==> src/design/dampt_pkg.sv <==
// constants, types and register map for the dram address mux and pitch timing block
// Functional notes
// - multiplex enable set: row then column address share the same address pins
// - two-bit shift select picks 8, 9 or 10 bit right shift for row
// - 8-bit shift: internal address 23..8 appears on pins 15..0 in row phase
// - row phase pins above shifted range carry no defined value
// - column phase drives internal address 21..0 unshifted on pins 21..0
// - pitch chosen per cycle type: cpu bits in first, dma in second register
// - pitch bit zero: short pitch, column address lasts exactly one state
// - pitch bit one: long pitch, column address lasts two states
// - column strobe high duty selectable 50 or 35 percent, short pitch only
// - duty bit one gives 35 percent high time, zero gives 50 percent
// - dram interface works only while dram area enable bit is one
// - long pitch samples wait before second column state; low inserts wait states
package dampt_pkg;

    // clock and state timing
    localparam int unsigned CLK_MHZ = 250;
    localparam int unsigned STATE_NS = 80;
    localparam int unsigned STATE_CYC = STATE_NS * CLK_MHZ / 1000;
    localparam int unsigned DUTY_HALF_PCT = 50;
    localparam int unsigned DUTY_SHORT_PCT = 35;
    localparam logic [4:0] STATE_LAST = 5'(STATE_CYC - 1);
    localparam logic [4:0] DUTY_HALF_CYC = 5'(STATE_CYC * DUTY_HALF_PCT / 100);
    localparam logic [4:0] DUTY_SHORT_CYC = 5'(STATE_CYC * DUTY_SHORT_PCT / 100);

    // register byte offsets
    localparam logic [7:0] OFS_DRAM_AREA_CTRL = 8'h00;
    localparam logic [7:0] OFS_WAIT_CTRL_FIRST = 8'h04;
    localparam logic [7:0] OFS_WAIT_CTRL_SECOND = 8'h08;
    localparam logic [7:0] OFS_BUS_CTRL_REG = 8'h0c;
    localparam logic [7:0] OFS_STATUS = 8'h10;

    // field positions
    localparam int unsigned BIT_ADDR_MUX_ENABLE = 0;
    localparam int unsigned BIT_ROW_SHIFT_SEL_LO = 1;
    localparam int unsigned BIT_ROW_SHIFT_SEL_HI = 2;
    localparam int unsigned BIT_COL_STROBE_DUTY_SEL = 3;
    localparam int unsigned BIT_CPU_READ_LONG_PITCH = 0;
    localparam int unsigned BIT_CPU_WRITE_LONG_PITCH = 1;
    localparam int unsigned BIT_DMA_READ_LONG_PITCH = 0;
    localparam int unsigned BIT_DMA_WRITE_LONG_PITCH = 1;
    localparam int unsigned BIT_DRAM_AREA_ENABLE = 0;

    // reset values
    localparam logic [31:0] RST_DRAM_AREA_CTRL = 32'h0000_0000;
    localparam logic [31:0] RST_WAIT_CTRL = 32'h0000_0000;
    localparam logic [31:0] RST_BUS_CTRL_REG = 32'h0000_0000;

    // axi responses
    localparam logic [1:0] RESP_OKAY = 2'h0;
    localparam logic [1:0] RESP_SLVERR = 2'h2;

    typedef enum logic [1:0] {
        KIND_CPU_RD,
        KIND_CPU_WR,
        KIND_DMA_RD,
        KIND_DMA_WR
    } dampt_kind_t;

    typedef enum logic [2:0] {
        ST_IDLE,
        ST_ROW,
        ST_COL1,
        ST_WAIT,
        ST_COL2
    } dampt_state_t;

    typedef struct packed {
        logic [23:0] addr;
        dampt_kind_t kind;
    } dampt_req_t;

endpackage

==> src/design/dampt_ctrl.sv <==
// dram address multiplexer and column pitch timing with axi4-lite registers
//
// Local design decisions: the placing of the registers and register access over AXI4-Lite.
`timescale 1ns/1ns
module dampt_ctrl (
    input wire logic aclk,
    input wire logic aresetn,
    input wire logic [7:0] s_axi_awaddr,
    input wire logic s_axi_awvalid,
    output logic s_axi_awready,
    input wire logic [31:0] s_axi_wdata,
    input wire logic [3:0] s_axi_wstrb,
    input wire logic s_axi_wvalid,
    output logic s_axi_wready,
    output logic [1:0] s_axi_bresp,
    output logic s_axi_bvalid,
    input wire logic s_axi_bready,
    input wire logic [7:0] s_axi_araddr,
    input wire logic s_axi_arvalid,
    output logic s_axi_arready,
    output logic [31:0] s_axi_rdata,
    output logic [1:0] s_axi_rresp,
    output logic s_axi_rvalid,
    input wire logic s_axi_rready,
    input wire dampt_pkg::dampt_req_t req,
    input wire logic req_valid,
    output logic req_ready,
    output logic req_done,
    output logic [21:0] dram_addr,
    output logic ras_n,
    output logic cas_n,
    input wire logic wait_n
);

    // software registers
    logic [31:0] dram_area_ctrl;
    logic [31:0] wait_ctrl_first;
    logic [31:0] wait_ctrl_second;
    logic [31:0] bus_ctrl_reg;

    // axi write holding
    logic aw_held;
    logic w_held;
    logic [7:0] aw_addr;
    logic [31:0] w_data;
    logic [3:0] w_strb;

    // access engine
    dampt_pkg::dampt_state_t state;
    dampt_pkg::dampt_state_t next_state;
    dampt_pkg::dampt_req_t cur;
    logic [4:0] pos;
    logic tick;
    logic wait_meta;
    logic wait_s;
    logic [7:0] wait_cnt;
    logic [7:0] last_wait_cnt;
    logic last_long;

    // configuration fields
    wire addr_mux_enable = dram_area_ctrl[dampt_pkg::BIT_ADDR_MUX_ENABLE];
    wire row_shift_sel_lo = dram_area_ctrl[dampt_pkg::BIT_ROW_SHIFT_SEL_LO];
    wire row_shift_sel_hi = dram_area_ctrl[dampt_pkg::BIT_ROW_SHIFT_SEL_HI];
    wire col_strobe_duty_sel = dram_area_ctrl[dampt_pkg::BIT_COL_STROBE_DUTY_SEL];
    wire cpu_read_long_pitch = wait_ctrl_first[dampt_pkg::BIT_CPU_READ_LONG_PITCH];
    wire cpu_write_long_pitch = wait_ctrl_first[dampt_pkg::BIT_CPU_WRITE_LONG_PITCH];
    wire dma_read_long_pitch = wait_ctrl_second[dampt_pkg::BIT_DMA_READ_LONG_PITCH];
    wire dma_write_long_pitch = wait_ctrl_second[dampt_pkg::BIT_DMA_WRITE_LONG_PITCH];
    wire dram_area_enable = bus_ctrl_reg[dampt_pkg::BIT_DRAM_AREA_ENABLE];

    // axi write decode
    wire do_write = aw_held && w_held;
    wire wr_dcr = aw_addr == dampt_pkg::OFS_DRAM_AREA_CTRL;
    wire wr_wc1 = aw_addr == dampt_pkg::OFS_WAIT_CTRL_FIRST;
    wire wr_wc2 = aw_addr == dampt_pkg::OFS_WAIT_CTRL_SECOND;
    wire wr_bcr = aw_addr == dampt_pkg::OFS_BUS_CTRL_REG;
    wire wr_sts = aw_addr == dampt_pkg::OFS_STATUS;
    wire wr_hit = wr_dcr || wr_wc1 || wr_wc2 || wr_bcr || wr_sts;
    wire [31:0] wmask = {{8{w_strb[3]}}, {8{w_strb[2]}}, {8{w_strb[1]}}, {8{w_strb[0]}}};

    // axi read decode
    wire rd_take = s_axi_arvalid && s_axi_arready;
    wire [31:0] status_word = {13'h0000, last_wait_cnt, last_long, 5'h00,
        3'(state), dram_area_enable, state != dampt_pkg::ST_IDLE};
    wire rd_dcr = s_axi_araddr == dampt_pkg::OFS_DRAM_AREA_CTRL;
    wire rd_wc1 = s_axi_araddr == dampt_pkg::OFS_WAIT_CTRL_FIRST;
    wire rd_wc2 = s_axi_araddr == dampt_pkg::OFS_WAIT_CTRL_SECOND;
    wire rd_bcr = s_axi_araddr == dampt_pkg::OFS_BUS_CTRL_REG;
    wire rd_sts = s_axi_araddr == dampt_pkg::OFS_STATUS;
    wire rd_hit = rd_dcr || rd_wc1 || rd_wc2 || rd_bcr || rd_sts;
    wire [31:0] rd_word = rd_dcr ? dram_area_ctrl :
                          rd_wc1 ? wait_ctrl_first :
                          rd_wc2 ? wait_ctrl_second :
                          rd_bcr ? bus_ctrl_reg :
                          rd_sts ? status_word : 32'h0000_0000;

    // handshake readiness
    assign s_axi_awready = !aw_held && !s_axi_bvalid;
    assign s_axi_wready = !w_held && !s_axi_bvalid;
    assign s_axi_arready = !s_axi_rvalid;

    // write channel capture, either order
    always_ff @(posedge aclk) begin
        if (!aresetn || do_write) begin
            aw_held <= 1'b0;
            w_held <= 1'b0;
        end else begin
            if (s_axi_awvalid && s_axi_awready) begin
                aw_held <= 1'b1;
            end
            if (s_axi_wvalid && s_axi_wready) begin
                w_held <= 1'b1;
            end
        end
    end

    // write payloads, no reset needed
    always_ff @(posedge aclk) begin
        if (s_axi_awvalid && s_axi_awready) begin
            aw_addr <= s_axi_awaddr;
        end
        if (s_axi_wvalid && s_axi_wready) begin
            w_data <= s_axi_wdata;
            w_strb <= s_axi_wstrb;
        end
    end

    // write response, slverr on unmapped offset
    always_ff @(posedge aclk) begin
        if (!aresetn) begin
            s_axi_bvalid <= 1'b0;
            s_axi_bresp <= dampt_pkg::RESP_OKAY;
        end else if (do_write) begin
            s_axi_bvalid <= 1'b1;
            s_axi_bresp <= wr_hit ? dampt_pkg::RESP_OKAY : dampt_pkg::RESP_SLVERR;
        end else if (s_axi_bready) begin
            s_axi_bvalid <= 1'b0;
        end
    end

    // register update under byte strobes; status is read only
    always_ff @(posedge aclk) begin
        if (!aresetn) begin
            dram_area_ctrl <= dampt_pkg::RST_DRAM_AREA_CTRL;
            wait_ctrl_first <= dampt_pkg::RST_WAIT_CTRL;
            wait_ctrl_second <= dampt_pkg::RST_WAIT_CTRL;
            bus_ctrl_reg <= dampt_pkg::RST_BUS_CTRL_REG;
        end else if (do_write) begin
            if (wr_dcr) begin
                dram_area_ctrl <= (dram_area_ctrl & ~wmask) | (w_data & wmask & 32'h0000_000f);
            end
            if (wr_wc1) begin
                wait_ctrl_first <= (wait_ctrl_first & ~wmask) | (w_data & wmask & 32'h0000_0003);
            end
            if (wr_wc2) begin
                wait_ctrl_second <= (wait_ctrl_second & ~wmask) | (w_data & wmask & 32'h0000_0003);
            end
            if (wr_bcr) begin
                bus_ctrl_reg <= (bus_ctrl_reg & ~wmask) | (w_data & wmask & 32'h0000_0001);
            end
        end
    end

    // read response one cycle after address
    always_ff @(posedge aclk) begin
        if (!aresetn) begin
            s_axi_rvalid <= 1'b0;
            s_axi_rdata <= 32'h0000_0000;
            s_axi_rresp <= dampt_pkg::RESP_OKAY;
        end else if (rd_take) begin
            s_axi_rvalid <= 1'b1;
            s_axi_rdata <= rd_word;
            s_axi_rresp <= rd_hit ? dampt_pkg::RESP_OKAY : dampt_pkg::RESP_SLVERR;
        end else if (s_axi_rready) begin
            s_axi_rvalid <= 1'b0;
        end
    end

    // wait pin synchroniser
    always_ff @(posedge aclk) begin
        if (!aresetn) begin
            wait_meta <= 1'b1;
            wait_s <= 1'b1;
        end else begin
            wait_meta <= wait_n;
            wait_s <= wait_meta;
        end
    end

    // accesses only while the dram area is enabled
    wire start = req_valid && req_ready;
    assign req_ready = (state == dampt_pkg::ST_IDLE) && dram_area_enable;

    // per cycle-type pitch selection
    wire long_p = (cur.kind == dampt_pkg::KIND_CPU_RD) ? cpu_read_long_pitch :
                  (cur.kind == dampt_pkg::KIND_CPU_WR) ? cpu_write_long_pitch :
                  (cur.kind == dampt_pkg::KIND_DMA_RD) ? dma_read_long_pitch :
                  dma_write_long_pitch;

    dampt_state_tick #(
        .LAST(dampt_pkg::STATE_LAST)
    ) u_tick (
        .aclk(aclk),
        .aresetn(aresetn),
        .restart(start),
        .pos(pos),
        .tick(tick)
    );

    // state sequencing: row, then one or two column states plus waits
    always_comb begin
        next_state = state;
        case (state)
            dampt_pkg::ST_IDLE: begin
                if (start) begin
                    next_state = dampt_pkg::ST_ROW;
                end
            end
            dampt_pkg::ST_ROW: begin
                if (tick) begin
                    next_state = dampt_pkg::ST_COL1;
                end
            end
            dampt_pkg::ST_COL1: begin
                if (tick && !long_p) begin
                    next_state = dampt_pkg::ST_IDLE;
                end else if (tick) begin
                    next_state = wait_s ? dampt_pkg::ST_COL2 : dampt_pkg::ST_WAIT;
                end
            end
            dampt_pkg::ST_WAIT: begin
                if (tick && wait_s) begin
                    next_state = dampt_pkg::ST_COL2;
                end
            end
            dampt_pkg::ST_COL2: begin
                if (tick) begin
                    next_state = dampt_pkg::ST_IDLE;
                end
            end
            default: begin
                next_state = dampt_pkg::ST_IDLE;
            end
        endcase
    end

    // state register and request capture
    always_ff @(posedge aclk) begin
        if (!aresetn) begin
            state <= dampt_pkg::ST_IDLE;
            cur <= '0;
        end else begin
            state <= next_state;
            if (start) begin
                cur <= req;
            end
        end
    end

    // wait-state accounting for status
    always_ff @(posedge aclk) begin
        if (!aresetn) begin
            wait_cnt <= 8'h00;
            last_wait_cnt <= 8'h00;
            last_long <= 1'b0;
        end else if (start) begin
            wait_cnt <= 8'h00;
        end else if (state == dampt_pkg::ST_WAIT && tick && wait_cnt != 8'hff) begin
            wait_cnt <= wait_cnt + 8'h01;
        end else if (state != dampt_pkg::ST_IDLE && next_state == dampt_pkg::ST_IDLE) begin
            last_wait_cnt <= wait_cnt;
            last_long <= long_p;
        end
    end

    // row address candidates; bits above the row range are driven low
    wire [21:0] row8 = {6'h00, cur.addr[23:8]};
    wire [21:0] row9 = {7'h00, cur.addr[23:9]};
    wire [21:0] row10 = {8'h00, cur.addr[23:10]};
    // reserved shift code behaves as the 10 bit shift
    wire [21:0] row_shifted = !row_shift_sel_hi && !row_shift_sel_lo ? row8 :
                              !row_shift_sel_hi ? row9 : row10;
    wire [21:0] row_addr = addr_mux_enable ? row_shifted : cur.addr[21:0];
    wire [21:0] col_addr = cur.addr[21:0];

    // column strobe high time in short pitch
    wire [4:0] duty_cyc = col_strobe_duty_sel ? dampt_pkg::DUTY_SHORT_CYC
                                              : dampt_pkg::DUTY_HALF_CYC;
    wire in_col = state == dampt_pkg::ST_COL1 || state == dampt_pkg::ST_WAIT ||
                  state == dampt_pkg::ST_COL2;
    wire cas_high = !in_col || (state == dampt_pkg::ST_COL1 && (long_p || pos < duty_cyc));

    // registered pin drive, one cycle behind the state
    always_ff @(posedge aclk) begin
        if (!aresetn) begin
            dram_addr <= 22'h000000;
            ras_n <= 1'b1;
            cas_n <= 1'b1;
            req_done <= 1'b0;
        end else begin
            dram_addr <= in_col ? col_addr : row_addr;
            ras_n <= state == dampt_pkg::ST_IDLE;
            cas_n <= cas_high;
            req_done <= state != dampt_pkg::ST_IDLE && next_state == dampt_pkg::ST_IDLE;
        end
    end

    // helper: cycles spent in the column phase
    logic [11:0] col_cnt;
    always_ff @(posedge aclk) begin
        if (!aresetn || !in_col) begin
            col_cnt <= 12'h000;
        end else if (col_cnt != 12'hfff) begin
            col_cnt <= col_cnt + 12'h001;
        end
    end
endmodule

==> src/design/dampt_state_tick.sv <==
// state divider: position within a bus state and a pulse on its last cycle
`timescale 1ns/1ns
module dampt_state_tick #(
    parameter logic [4:0] LAST = 5'h13
) (
    input wire logic aclk,
    input wire logic aresetn,
    input wire logic restart,
    output logic [4:0] pos,
    output logic tick
);

    // pulse on the last cycle of each state
    assign tick = (pos == LAST);

    // restart aligns a new access to the start of a state
    always_ff @(posedge aclk) begin
        if (!aresetn || restart || tick) begin
            pos <= 5'h00;
        end else begin
            pos <= pos + 5'h01;
        end
    end

endmodule

==> config.mk <==
export PLATFORM = sky130hd
export DESIGN_NAME = dampt_ctrl
export DESIGN_NICKNAME = d
export VERILOG_FILES = /design/src/design/dampt_pkg.sv /design/src/design/dampt_ctrl.sv /design/src/design/dampt_state_tick.sv
export SDC_FILE = /design/constraint.sdc
export NUM_CORES = 1
export LEC_CHECK = 0
export BUFFER_PORTS_ARGS = -buffer_cell sky130_fd_sc_hd__buf_2
export CAP_MARGIN = 25
export CORE_UTILIZATION = 30
export CTS_CLUSTER_DIAMETER = 100
export DETAILED_ROUTE_END_ITERATION = 16
export HOLD_SLACK_MARGIN = 0.15
export PLACE_DENSITY = 0.55
export SYNTH_ARGS = -nofsm -noshare
export SYNTH_HDL_FRONTEND = slang
export SYNTH_SLANG_ARGS = --single-unit
==> constraint.sdc <==
create_clock -name aclk -period 2.7 [get_ports aclk]
set_input_delay 0.81 -clock aclk [delete_from_list [all_inputs] [get_ports aclk]]
set_output_delay 0.81 -clock aclk [all_outputs]
set_load 0.1 [all_outputs]
* Word-level counts from Yosys, hierarchy flattened
Index checks and enable logic that the tools add are counted.
Storage, ports and cells: memories 0, logic and storage cells 139, bits in read-only memories 0, bits in registers 262, bits of input ports 87, latch bits 0, RAM bits 0
Cells by class: order comparisons 1, equality and inequality tests 16, shift operators 0, add/sub/neg operators 2, multiply operators 0, divide/modulo/power cells 0, reduce and logical (&&, ||, !) cells 53, bitwise operators 13, mux-type cells 27
Operators by type and width (count):
- $and 32x32->32 | 4
- $mux 32 | 4
- $or 32x2->32 | 2
- $mux 22 | 2
- $eq 8x4->1 const B | 4
- $not 32->32 | 1
- $or 32x1->32 | 1
- $or 32x4->32 | 1
- $mux 3 | 7
- $mux 19 | 1
- $eq 8x3->1 const B | 2
- $eq 8x5->1 const B | 2
- $logic_not 8->1 | 2
- $mux 16 | 1
- $logic_and 1x1->1 | 15
- $logic_or 1x1->1 | 15
- $mux 15 | 1
- $pmux 3 s5 | 1
- $logic_not 1->1 | 9
- $add 8x1->8 const B | 1
- $ne 8x8->1 const B | 1
- $reduce_and 2->1 | 4
- $mux 1 | 7
- $eq 3x2->1 const B | 2
- other kinds (17) | 22

* Longest topological paths before layout
Gate-level depths: netlist of run 1.
word-level depth 11, gate-level depth with buffers 9, gate-level depth less buffers 7

* Hierarchy
From an unflattened synthesis of run 1, not the netlist that was laid out.
Second synthesis, totals: cells, all modules 1112, area total of the unflattened synthesis 10163.5 um2
By module, submodules not included:
- dampt_ctrl | sequential area each 5265.0 um2, times used 1, cells an instance 1093, area an instance 9968.3 um2
- dampt_state_tick | sequential area each 100.1 um2, times used 1, cells an instance 19, area an instance 195.2 um2

* Worst setup path after synthesis of run 1
No wires, ideal clock.
path kind flip-flop to output port, start point register s_axi_bvalid, end point output s_axi_awready, setup slack -0.199 ns, arrival time 2.089 ns, buffers on the path 0, cell stages (with the launch flop) 2, required time 1.890 ns, cell sequence dfxtp_1 nor2_1
On the way: cells in the longest elaborated chain, start to end 2
RTL lines:
- start: declaration | RTL line dampt_ctrl.sv:16 | output logic s_axi_bvalid,
- start signal: assignment | RTL line dampt_ctrl.sv:131 | s_axi_bvalid <= 1'b0;
- start signal: assignment | RTL line dampt_ctrl.sv:134 | s_axi_bvalid <= 1'b1;
- start signal: assignment | RTL line dampt_ctrl.sv:137 | s_axi_bvalid <= 1'b0;
- $logic_not 1->1 | RTL line dampt_ctrl.sv:98 | assign s_axi_awready = !aw_held && !s_axi_bvalid;
- $logic_and 1x1->1 | RTL line dampt_ctrl.sv:98
- end: declaration | RTL line dampt_ctrl.sv:10 | output logic s_axi_awready,
Every way passes these cells.

* Final worst setup path of run 1
start point register state[0], end point output req_ready
On the way: cells in the longest elaborated chain, start to end 2
RTL lines:
- start: declaration | RTL line dampt_ctrl.sv:49 | dampt_pkg::dampt_state_t state;
- start signal: assignment | RTL line dampt_ctrl.sv:250 | state <= dampt_pkg::ST_IDLE;
- start signal: assignment | RTL line dampt_ctrl.sv:253 | state <= next_state;
- $logic_not 3->1 | RTL line dampt_ctrl.sv:192 | assign req_ready = (state == dampt_pkg::ST_IDLE) && dram_area_enable;
- $logic_and 1x1->1 | RTL line dampt_ctrl.sv:192
- end: declaration | RTL line dampt_ctrl.sv:27 | output logic req_ready,
Every way passes these cells.

==> out/metrics.csv, run 1 <==
metric;value;unit
Synth warnings;0;
ratio of final minimum period to clock period;0.929;
layout cells sized above 1;0.187;
EDFF count, synth;16;
max cap viols;0;
Power Density;675;nW/um^2
DRT Pass-1 Iters;4;
Ant. Diodes;0;
Slowest cell on crit path;dfxtp_1;
Slew @ Worst Pin;1120;ps
Post-Syn Instances;1088;
DIE AREA;34100;sq um
CTS tree;done;
Hold Fails Final Rpt;0;
IO buf count;123;
Clk Latency, worst-skew pair;550;ps
WL final;25300;um
num ports;154;
critical path required time;1890;ps
vias per cell;4.62;
register share of total power;0.483;
pin count of the biggest net entering global routing;73;
critical path, cell by cell;nor3_1 > and2_1 > clkbuf_4;
CTS HTree Levels;1;
Clock power frac;0.454;
status;finished clean;
Setup crit end kind;output pin;
fin crit period;2510;ps
synth top area cells;dfxtp_1 (49%), and2_1 (7.4%), o21ai_0 (4.9%);
Int Power;6.23;mW
initial antenna violation count;1;
Power, Total;8.21;mW
setup repair after global routing missed its margin;false;
HP Class;flip-flop to flip-flop;
Crit Path Max Fanout;9;
Yosys reg bits;260;
grt ovf;0;
clk sink count;260;
Seq/Total Area, Yosys;0.536;
Netlist cell types;63;
Setup Crit Path Kind;flip-flop to output pin;
Initial DRC Count;404;
GRT Util Overall;0.151;
number of global-route vias before repair;7669;
first-pass GRT wire length;41000;um
GP Congestion;0.757;
crit start category;flip-flop;
Starting Density;0.306;
maximum vdd ir drop;421;uV
Detailed Place HPWL;17400;um
met3 global-route usage;0.0255;
Comb power frac;0.063;
Placement Setup Slack;60.2;ps
via count;7779;
Slowest Stage Delay on Critical Path;390;ps
setup ws final;193;ps
Num CTS Buffers;28;
Area Overhead vs Synth;21.5;%
Core ar.;32700;sq um
ANT nets after route;0;
CTS Root Cell;clkbuf_16;
# DRC;0;
Post-synth top flop;dfxtp_1;
Switching Share;0.241;
Slew HR;0.247;
async set-reset flop share out of synthesis;0;
Max Freq;399;MHz
max-slew violations;0;
clk buf depth;3;
setup violators final;0;
Largest register FFs;32;
leakage;4.72;nW
Top Usage Layer GRT;met2;
Post-CTS Hold Buffers;0;
Reg clk slew, reported paths;60;ps
clk_skew;17.9;ps
Worst Path Arrival;1700;ps
Synth top area share;0.488;
syn avg cell area;9.19;sq um
post-synth top area cell;dfxtp_1;
die height;185;um
grt met1 use;0.203;
switching power;1.98;mW
row cnt;66;
die width;185;um
GRT met2 Usage;0.247;
Avg WL per Cell;15.0;um
# nets final;1310;
Synth Cell Area;10000;sq um
==> power by group through the flow <==
stage	clock, mW	combinational [mW]	sequential [mW]
4_1_cts	3.83	0.525	3.96
3_5_place_dp	0	0.524	4.05
6_report	3.73	0.519	3.96
3_3_place_gp	0	0.521	4.05
2_1_floorplan	0	0.211	4.20
5_1_grt	3.99	0.555	3.97
==> cell usage in the layout (no fill, tap or decap), types with 18 or more instances in the layout <==
cell type	instances
a21oi_1	82
nand3_1	22
a21boi_0	44
mux2i_1	18
buf_2	121
and3_1	31
clkbuf_16	29
nor2_1	77
o21ai_0	98
buf_4	43
and2_1	118
dfxtp_1	244
nand2_1	129
==> synth_stat cells, types with 3 or more instances <==
library cell / number
o21a_1: 4
clkbuf_8: 3
buf_4: 3
or3_1: 5
nor4b_1: 4
nand2_1: 129
dfxtp_1: 244
nor3_1: 10
nand4_1: 3
nor2_1: 77
a221oi_1: 17
buf_2: 4
clkbuf_1: 53
buf_1: 4
inv_1: 9
o21ai_0: 98
a21boi_1: 3
a21boi_0: 44
nor4_1: 3
and2_1: 118
xor2_1: 3
a21oi_1: 82
a22oi_1: 17
nor2b_1: 11
edfxtp_1: 16
xnor2_1: 3
and3_1: 31
nand3_1: 22
nand2b_1: 6
ha_1: 4
mux2i_1: 18
==> per-stage QoR <==
stage / setup TNS, ps / instances / cell area (sq um) / hold slack (ps) / utilization
6_report: 0 / 1683 / 12200 / 415 / 0.372
5_1_grt: 0 / 1683 / 12200 / 426 / 0.372
4_1_cts: 0 / 1683 / 12100 / 420 / 0.371
3_5_place_dp: 0 / 1631 / 11300 / 404 / 0.344
3_3_place_gp: 0 / 1631 / 11300 / 401 / 0.344
2_1_floorplan: -3370 / 1089 / 10000 / 386 / -
==> worst max-delay path, delay by kind of cell, from the launching register on <==
kind / cells / cell delay [ps]
simple gates: 2 / 420
flops: 1 / 390
buf+inv: 1 / 340
==> cell families after synthesis <==
logic type / Yosys count / share of synthesized area
flip-flops: 260 / 0.536
multiplexers: 19 / 0.0203
buffers and inverters: 77 / 0.0343
other: 1 / 0.000375
AO/OA/AOI/OAI: 281 / 0.171
adder cells (fa/ha/maj): 4 / 0.00500
AND/OR/NAND/NOR: 440 / 0.227
XOR/XNOR: 6 / 0.00525
==> timing repair <==
item                                    CTS  global route
setup buffers                             0             0
endpoints found under the setup margin    0             1
resized for setup                         0             1
==> area by class of cell <==
cell class | count | area, sq um
fill | 3362 | 20600
sequential | 260 | 5370
multi-input combinational | 752 | 4310
timing repair buffer | 168 | 996
clock buffer | 43 | 818
tap | 442 | 553
clock inverter | 9 | 77.6
inverter | 9 | 33.8
==> final timing paths <==
check	start	end	slack, ps	cells past startpoint
min reg2reg	wait_meta	wait_s	410	1
max reg2reg	aw_addr[0]	wait_ctrl_second[6]	300	4
max	state[0]	req_ready	190	3
min	wait_meta	wait_s	410	1
==> routing by layer <==
metal	wire length, um	share of wire
met5	0	0
met4	542	0.021
met3	1160	0.046
met2	11400	0.45
met1	12200	0.48
(Power assumes the default switching activity.)
==> run 2: changes to the inputs <==
Settings changed: MAX_ROUTING_LAYER set to met4.
==> run 2 against run 1 <==
Die area stayed put; critical path depth stayed put; hold slack about the same; maximum frequency grew 0.40%; clock power is essentially flat; sequential share of layout area did not move; largest cell class unchanged; highest routed layer unchanged.
==> out/metrics.csv, run 2 (synthesis gave the netlist of run 1 again) <==
metric;value;unit;change
Setup Crit Path Kind;flip-flop to output pin;;
Placement Setup Slack;60.2;ps;unchanged
clk buf depth;3;;unchanged
Top Usage Layer GRT;met2;;
max-slew violations;0;;unchanged
reg-to-reg critical path endpoint;wait_ctrl_second[3];;
ANT nets after route;0;;unchanged
Hold Fails Final Rpt;0;;unchanged
GRT met2 Usage;0.247;;-0.000302
Switching Share;0.240;;-0.000261
hold path cells;1;;unchanged
R2R Setup Slk;300;ps;about the same
Slowest cell on crit path;dfxtp_1;;
Max Freq;400;MHz;+0.40%
Num CTS Buffers;28;;unchanged
switching power;1.97;mW;-0.14%
DRT Pass-1 Iters;4;;unchanged
row cnt;66;;unchanged
register share of total power;0.483;;about the same
vias per cell;4.61;;-0.19%
Core ar.;32700;sq um;unchanged
most common cell after layout, fill and taps aside;dfxtp_1;;
most frequent cells in the layout;dfxtp_1 (244), nand2_1 (129), buf_2 (121);;
Reg2Reg Depth;4;;unchanged
Crit Path Max Fanout;9;;unchanged
# nets final;1310;;unchanged
setup violators final;0;;unchanged
setup tns final;0;ps;unchanged
Final Instance Count excl. Fillers;1683;;unchanged
ratio of final minimum period to clock period;0.925;;-0.00366
CP startpoint;state[0];;
setup ws final;203;ps;+9.88 ps
Area Overhead vs Synth;21.5;%;unchanged
initial antenna violation count;1;;unchanged
WL final;25300;um;about the same
pin count of the biggest net entering global routing;73;;unchanged
clk_skew;21.6;ps;+3.69 ps
die height;185;um;unchanged
IO buf count;123;;unchanged
# DRC;0;;unchanged
GRT Util Overall;0.156;;+0.00473
Ant. Diodes;0;;unchanged
first-pass GRT wire length;41000;um;about the same
WP buf/inv;1;;unchanged
CTS tree;done;;
Critical R2R Launch;aw_addr[0];;
num ports;154;;unchanged
HP Class;flip-flop to flip-flop;;
Util after Layout;0.372;;unchanged
GP Congestion;0.767;;+1.3%
critical path, cell by cell;nor3_1 > and2_1 > clkbuf_4;;
max cap viols;0;;unchanged
setup repair after global routing missed its margin;false;;
HP Start;wait_meta;;
met3 global-route usage;0.0249;;-0.000593
grt ovf;0;;unchanged
Reg clk slew, reported paths;60;ps;about the same
hold endpoint;wait_s;;
Setup crit end kind;output pin;;
Slew HR;0.246;;-0.000800
Largest register FFs;32;;unchanged
layout cells sized above 1;0.187;;unchanged
fin crit period;2500;ps;-9.88 ps
Int Power;6.23;mW;about the same
leakage;4.72;nW;unchanged
critical path required time;1890;ps;about the same
CP top delay family;simple AND/OR/NAND/NOR gates;;
DIE AREA;34100;sq um;unchanged
Detailed Place HPWL;17400;um;unchanged
Initial DRC Count;454;;+12%
maximum vdd ir drop;421;uV;about the same
clk sink count;260;;unchanged
status;finished clean;;
grt met1 use;0.204;;+0.00135
Power Density;675;nW/um^2;about the same
crit start category;flip-flop;;
Comb power frac;0.063;;about the same
Avg WL per Cell;15.0;um;about the same
CTS HTree Levels;1;;unchanged
die width;185;um;unchanged
Slew @ Worst Pin;1120;ps;+1.19 ps
Placed Instances;1631;;unchanged
Clk Latency, worst-skew pair;540;ps;about the same
Clock power frac;0.454;;about the same
Starting Density;0.306;;unchanged
hold slack;415;ps;-0.0490 ps
Worst Path Arrival;1690;ps;about the same
via count;7764;;-0.19%
Slowest Stage Delay on Critical Path;390;ps;about the same
CTS Root Cell;clkbuf_16;;
number of global-route vias before repair;7642;;-0.35%
-- run 2: cell counts in the layout (fill, tap and decap cells not counted) --
Identical to the previous run, type by type.
-- run 2: how the worst max path moves through the flow --
stage	end	slack, ps	cells after the start
floorplan	s_axi_awready	-200	1
global placement	s_axi_rdata[5]	70	8
detailed placement	s_axi_rdata[5]	60	8
CTS	req_ready	70	3
global route	req_ready	60	3
finish	req_ready	200	3
-- run 2: layer usage --
layer / up-vias / share of wire
met4: 0 / 0.019
met2: 125 / 0.45
met3: 39 / 0.038
met5: - / 0
li1: 4004 / -
met1: 3596 / 0.49
-- run 2: timing repair --
action                                  in CTS  in global routing
resized for setup                            0                  1
endpoints found under the setup margin       0                  1
endpoints found under the hold margin        0                  0
setup buffers                                0                  0
hold buffers                                 0                  0
-- run 2: power by group through the flow --
stage / Sequential (mW) / Clock [mW] / Combinational, mW
3_3_place_gp: 4.05 / 0 / 0.521
6_report: 3.96 / 3.72 / 0.519
3_5_place_dp: 4.05 / 0 / 0.524
2_1_floorplan: 4.20 / 0 / 0.211
5_1_grt: 3.97 / 3.99 / 0.555
4_1_cts: 3.96 / 3.83 / 0.525
-- run 2: layout make-up --
cell class,instances,area [sq um]
clock buffer,43,818
sequential,260,5370
clock inverter,9,77.6
fill,3362,20600
multi-input combinational,752,4310
timing repair buffer,168,996
tap,442,553
inverter,9,33.8
-- run 2: through the flow --
| stage | cell area, sq um | power, mW |
|---|---|---|
| 6_report | 12200 | 8.20 |
| 2_1_floorplan | 10000 | 4.41 |
| 4_1_cts | 12100 | 8.31 |
| 5_1_grt | 12200 | 8.52 |
| 3_3_place_gp | 11300 | 4.57 |
| 3_5_place_dp | 11300 | 4.57 |
-- run 2: worst register-to-register path: stages, from the launching register on --
cell and delay [ps]:
edfxtp_1 350, or4_4 560, or4_4 510, or4_1 610, and3_1 270
==> run 3: changes to the inputs <==
--- a/config.mk
+++ b/config.mk
@@ -9,2 +9,3 @@
 export CAP_MARGIN = 25
+export CORE_ASPECT_RATIO = 1.75
 export CORE_UTILIZATION = 30
--- a/constraint.sdc
+++ b/constraint.sdc
@@ -3,2 +3,2 @@
 set_output_delay 0.81 -clock aclk [all_outputs]
-set_load 0.1 [all_outputs]
+set_load 0.01 [all_outputs]
==> run 3 against run 2 <==
Flip-flop and latch count did not move; design area down 0.81%; combinational power fell by 38%; via count grew 0.36%; critical path depth up 1; hold slack gained 7.0 ps; critical path type is now flip-flop to flip-flop; critical endpoint is now wait_ctrl_second[3].
==> out/metrics.csv, run 3 (synthesis gave the netlist of run 1 again) <==
metric;value;unit;change
Clk Latency, worst-skew pair;560;ps;+20 ps
Largest register FFs;32;;unchanged
Slew @ Worst Pin;1050;ps;-74.4 ps
DRT Pass-1 Iters;4;;unchanged
number of global-route vias before repair;7663;;+0.27%
Power Density;669;nW/um^2;-0.89%
HP Class;flip-flop to flip-flop;;
layout cells sized above 1;0.186;;-0.00122
Critical R2R Launch;aw_addr[0];;
Crit Path Max Fanout;8;;-1
CTS tree;done;;
die width;140;um;-24%
setup tns final;0;ps;unchanged
initial antenna violation count;1;;unchanged
GP Congestion;0.768;;about the same
Starting Density;0.304;;-0.00205
GRT Util Overall;0.158;;+0.00179
setup ws final;279;ps;+75.9 ps
Core ar.;32900;sq um;+0.67%
Max Freq;413;MHz;+3.1%
Area Overhead vs Synth;20.5;%;
max-slew violations;0;;unchanged
Placement Setup Slack;56.9;ps;-3.29 ps
die height;244;um;+32%
fin crit period;2420;ps;-75.9 ps
status;finished clean;;
grt ovf;0;;unchanged
maximum vdd ir drop;513;uV;+22%
clk_skew;30.2;ps;+8.63 ps
CTS Root Cell;clkbuf_16;;
Reg clk slew, reported paths;70;ps;about the same
via count;7792;;+0.36%
CTS HTree Levels;1;;unchanged
most common cell after layout, fill and taps aside;dfxtp_1;;
first-pass GRT wire length;41300;um;+0.55%
setup repair after global routing missed its margin;false;;
CP startpoint;aw_addr[0];;
Num CTS Buffers;26;;-7.1%
WL final;25700;um;+1.5%
reg-to-reg critical path endpoint;wait_ctrl_second[3];;
R2R Setup Slk;280;ps;-20 ps
# nets final;1304;;-0.46%
num ports;154;;unchanged
row cnt;88;;+33%
critical path required time;3120;ps;+1230 ps
clk sink count;260;;unchanged
ratio of final minimum period to clock period;0.897;;-0.0281
Setup crit end kind;flip-flop;;
setup violators final;0;;unchanged
hold path cells;1;;unchanged
PostCTS Resize Cnt;0;;unchanged
Initial DRC Count;441;;-2.9%
crit path to;wait_ctrl_second[3];;
leakage;4.69;nW;-0.54%
Avg WL per Cell;15.7;um;+4.3%
Detailed Place HPWL;17800;um;+2.4%
Slew HR;0.296;;+0.0500
pin count of the biggest net entering global routing;50;;-32%
Setup Crit Path Kind;flip-flop to flip-flop;;
vias per cell;4.75;;+3.1%
IO buf count;123;;unchanged
Reg2Reg Depth;4;;unchanged
# DRC;0;;unchanged
max cap viols;0;;unchanged
Post-CTS Hold Buffers;0;;unchanged
most frequent cells in the layout;dfxtp_1 (244), nand2_1 (129), buf_2 (123);;
Worst Path Arrival;2840;ps;+1150 ps
DIE AREA;34100;sq um;about the same
ANT nets after route;0;;unchanged
clk buf depth;3;;unchanged
crit start category;flip-flop;;
Post CTS Setup Buffer Count;0;;unchanged
Hold Fails Final Rpt;0;;unchanged
run 3: cell types whose count changed in the layout (fill, tap and decap cells not counted), sizes merged:
| cell | delta |
|---|---|
| buf | -3 |
| bufinv | +3 |
| clkbuf | -12 |
| clkinv | +2 |
| clkinvlp | +1 |
| diode | +1 |
| inv | +1 |
run 3: worst min-delay path by stage:
stage | slack, ps | endpoint | from
3_5_place_dp | 410 | wait_s | wait_meta
5_1_grt | 410 | w_data[2] | s_axi_wdata[2]
6_report | 420 | wait_s | wait_meta
3_3_place_gp | 400 | wait_s | wait_meta
2_1_floorplan | 390 | wait_s | wait_meta
4_1_cts | 400 | w_data[0] | s_axi_wdata[0]
run 3: critical path, stage by stage, from the launching register on:
cell and delay, ps:
edfxtp_1 370, or4_4 560, or4_4 520, or4_1 590, and3_1 250
run 3: final cells by class:
type,instances,area [sq um]
repair buffers,164,948
well taps,405,507
clock buffers,32,683
fillers,3334,20900
inverters,9,33.8
clock inverters,16,200
multi-input cells,752,4310
diodes,1,2.50
flip-flops and latches,260,5370
run 3: routing by layer:
layer,GRT usage,vias to the layer above,share of wire
met5,-,-,0
met4,0.0546,0,0.023
met1,0.175,3650,0.42
li1,-,3985,-
met3,0.0177,31,0.035
met2,0.289,126,0.52
run 3: where the power goes:
part / internal, mW / leakage, nW / total [mW] / switching, mW
logic: 0.122 / 2.13 / 0.323 / 0.201
clock network: 2.20 / 0.437 / 3.78 / 1.58
registers: 3.93 / 2.12 / 3.96 / 0.0355
total: 6.25 / 4.69 / 8.06 / 1.82
run 3: through the flow:
stage          total power [mW]  hold WS (ps)  instances  utilization  instance area (sq um)
2_1_floorplan              4.22           386       1089            -                  10000
3_3_place_gp               4.37           400       1589        0.339                  11200
3_5_place_dp               4.38           408       1590        0.339                  11200
4_1_cts                    8.18           399       1638        0.366                  12000
5_1_grt                    8.35           405       1639        0.366                  12100
6_report                   8.06           422       1639        0.366                  12100
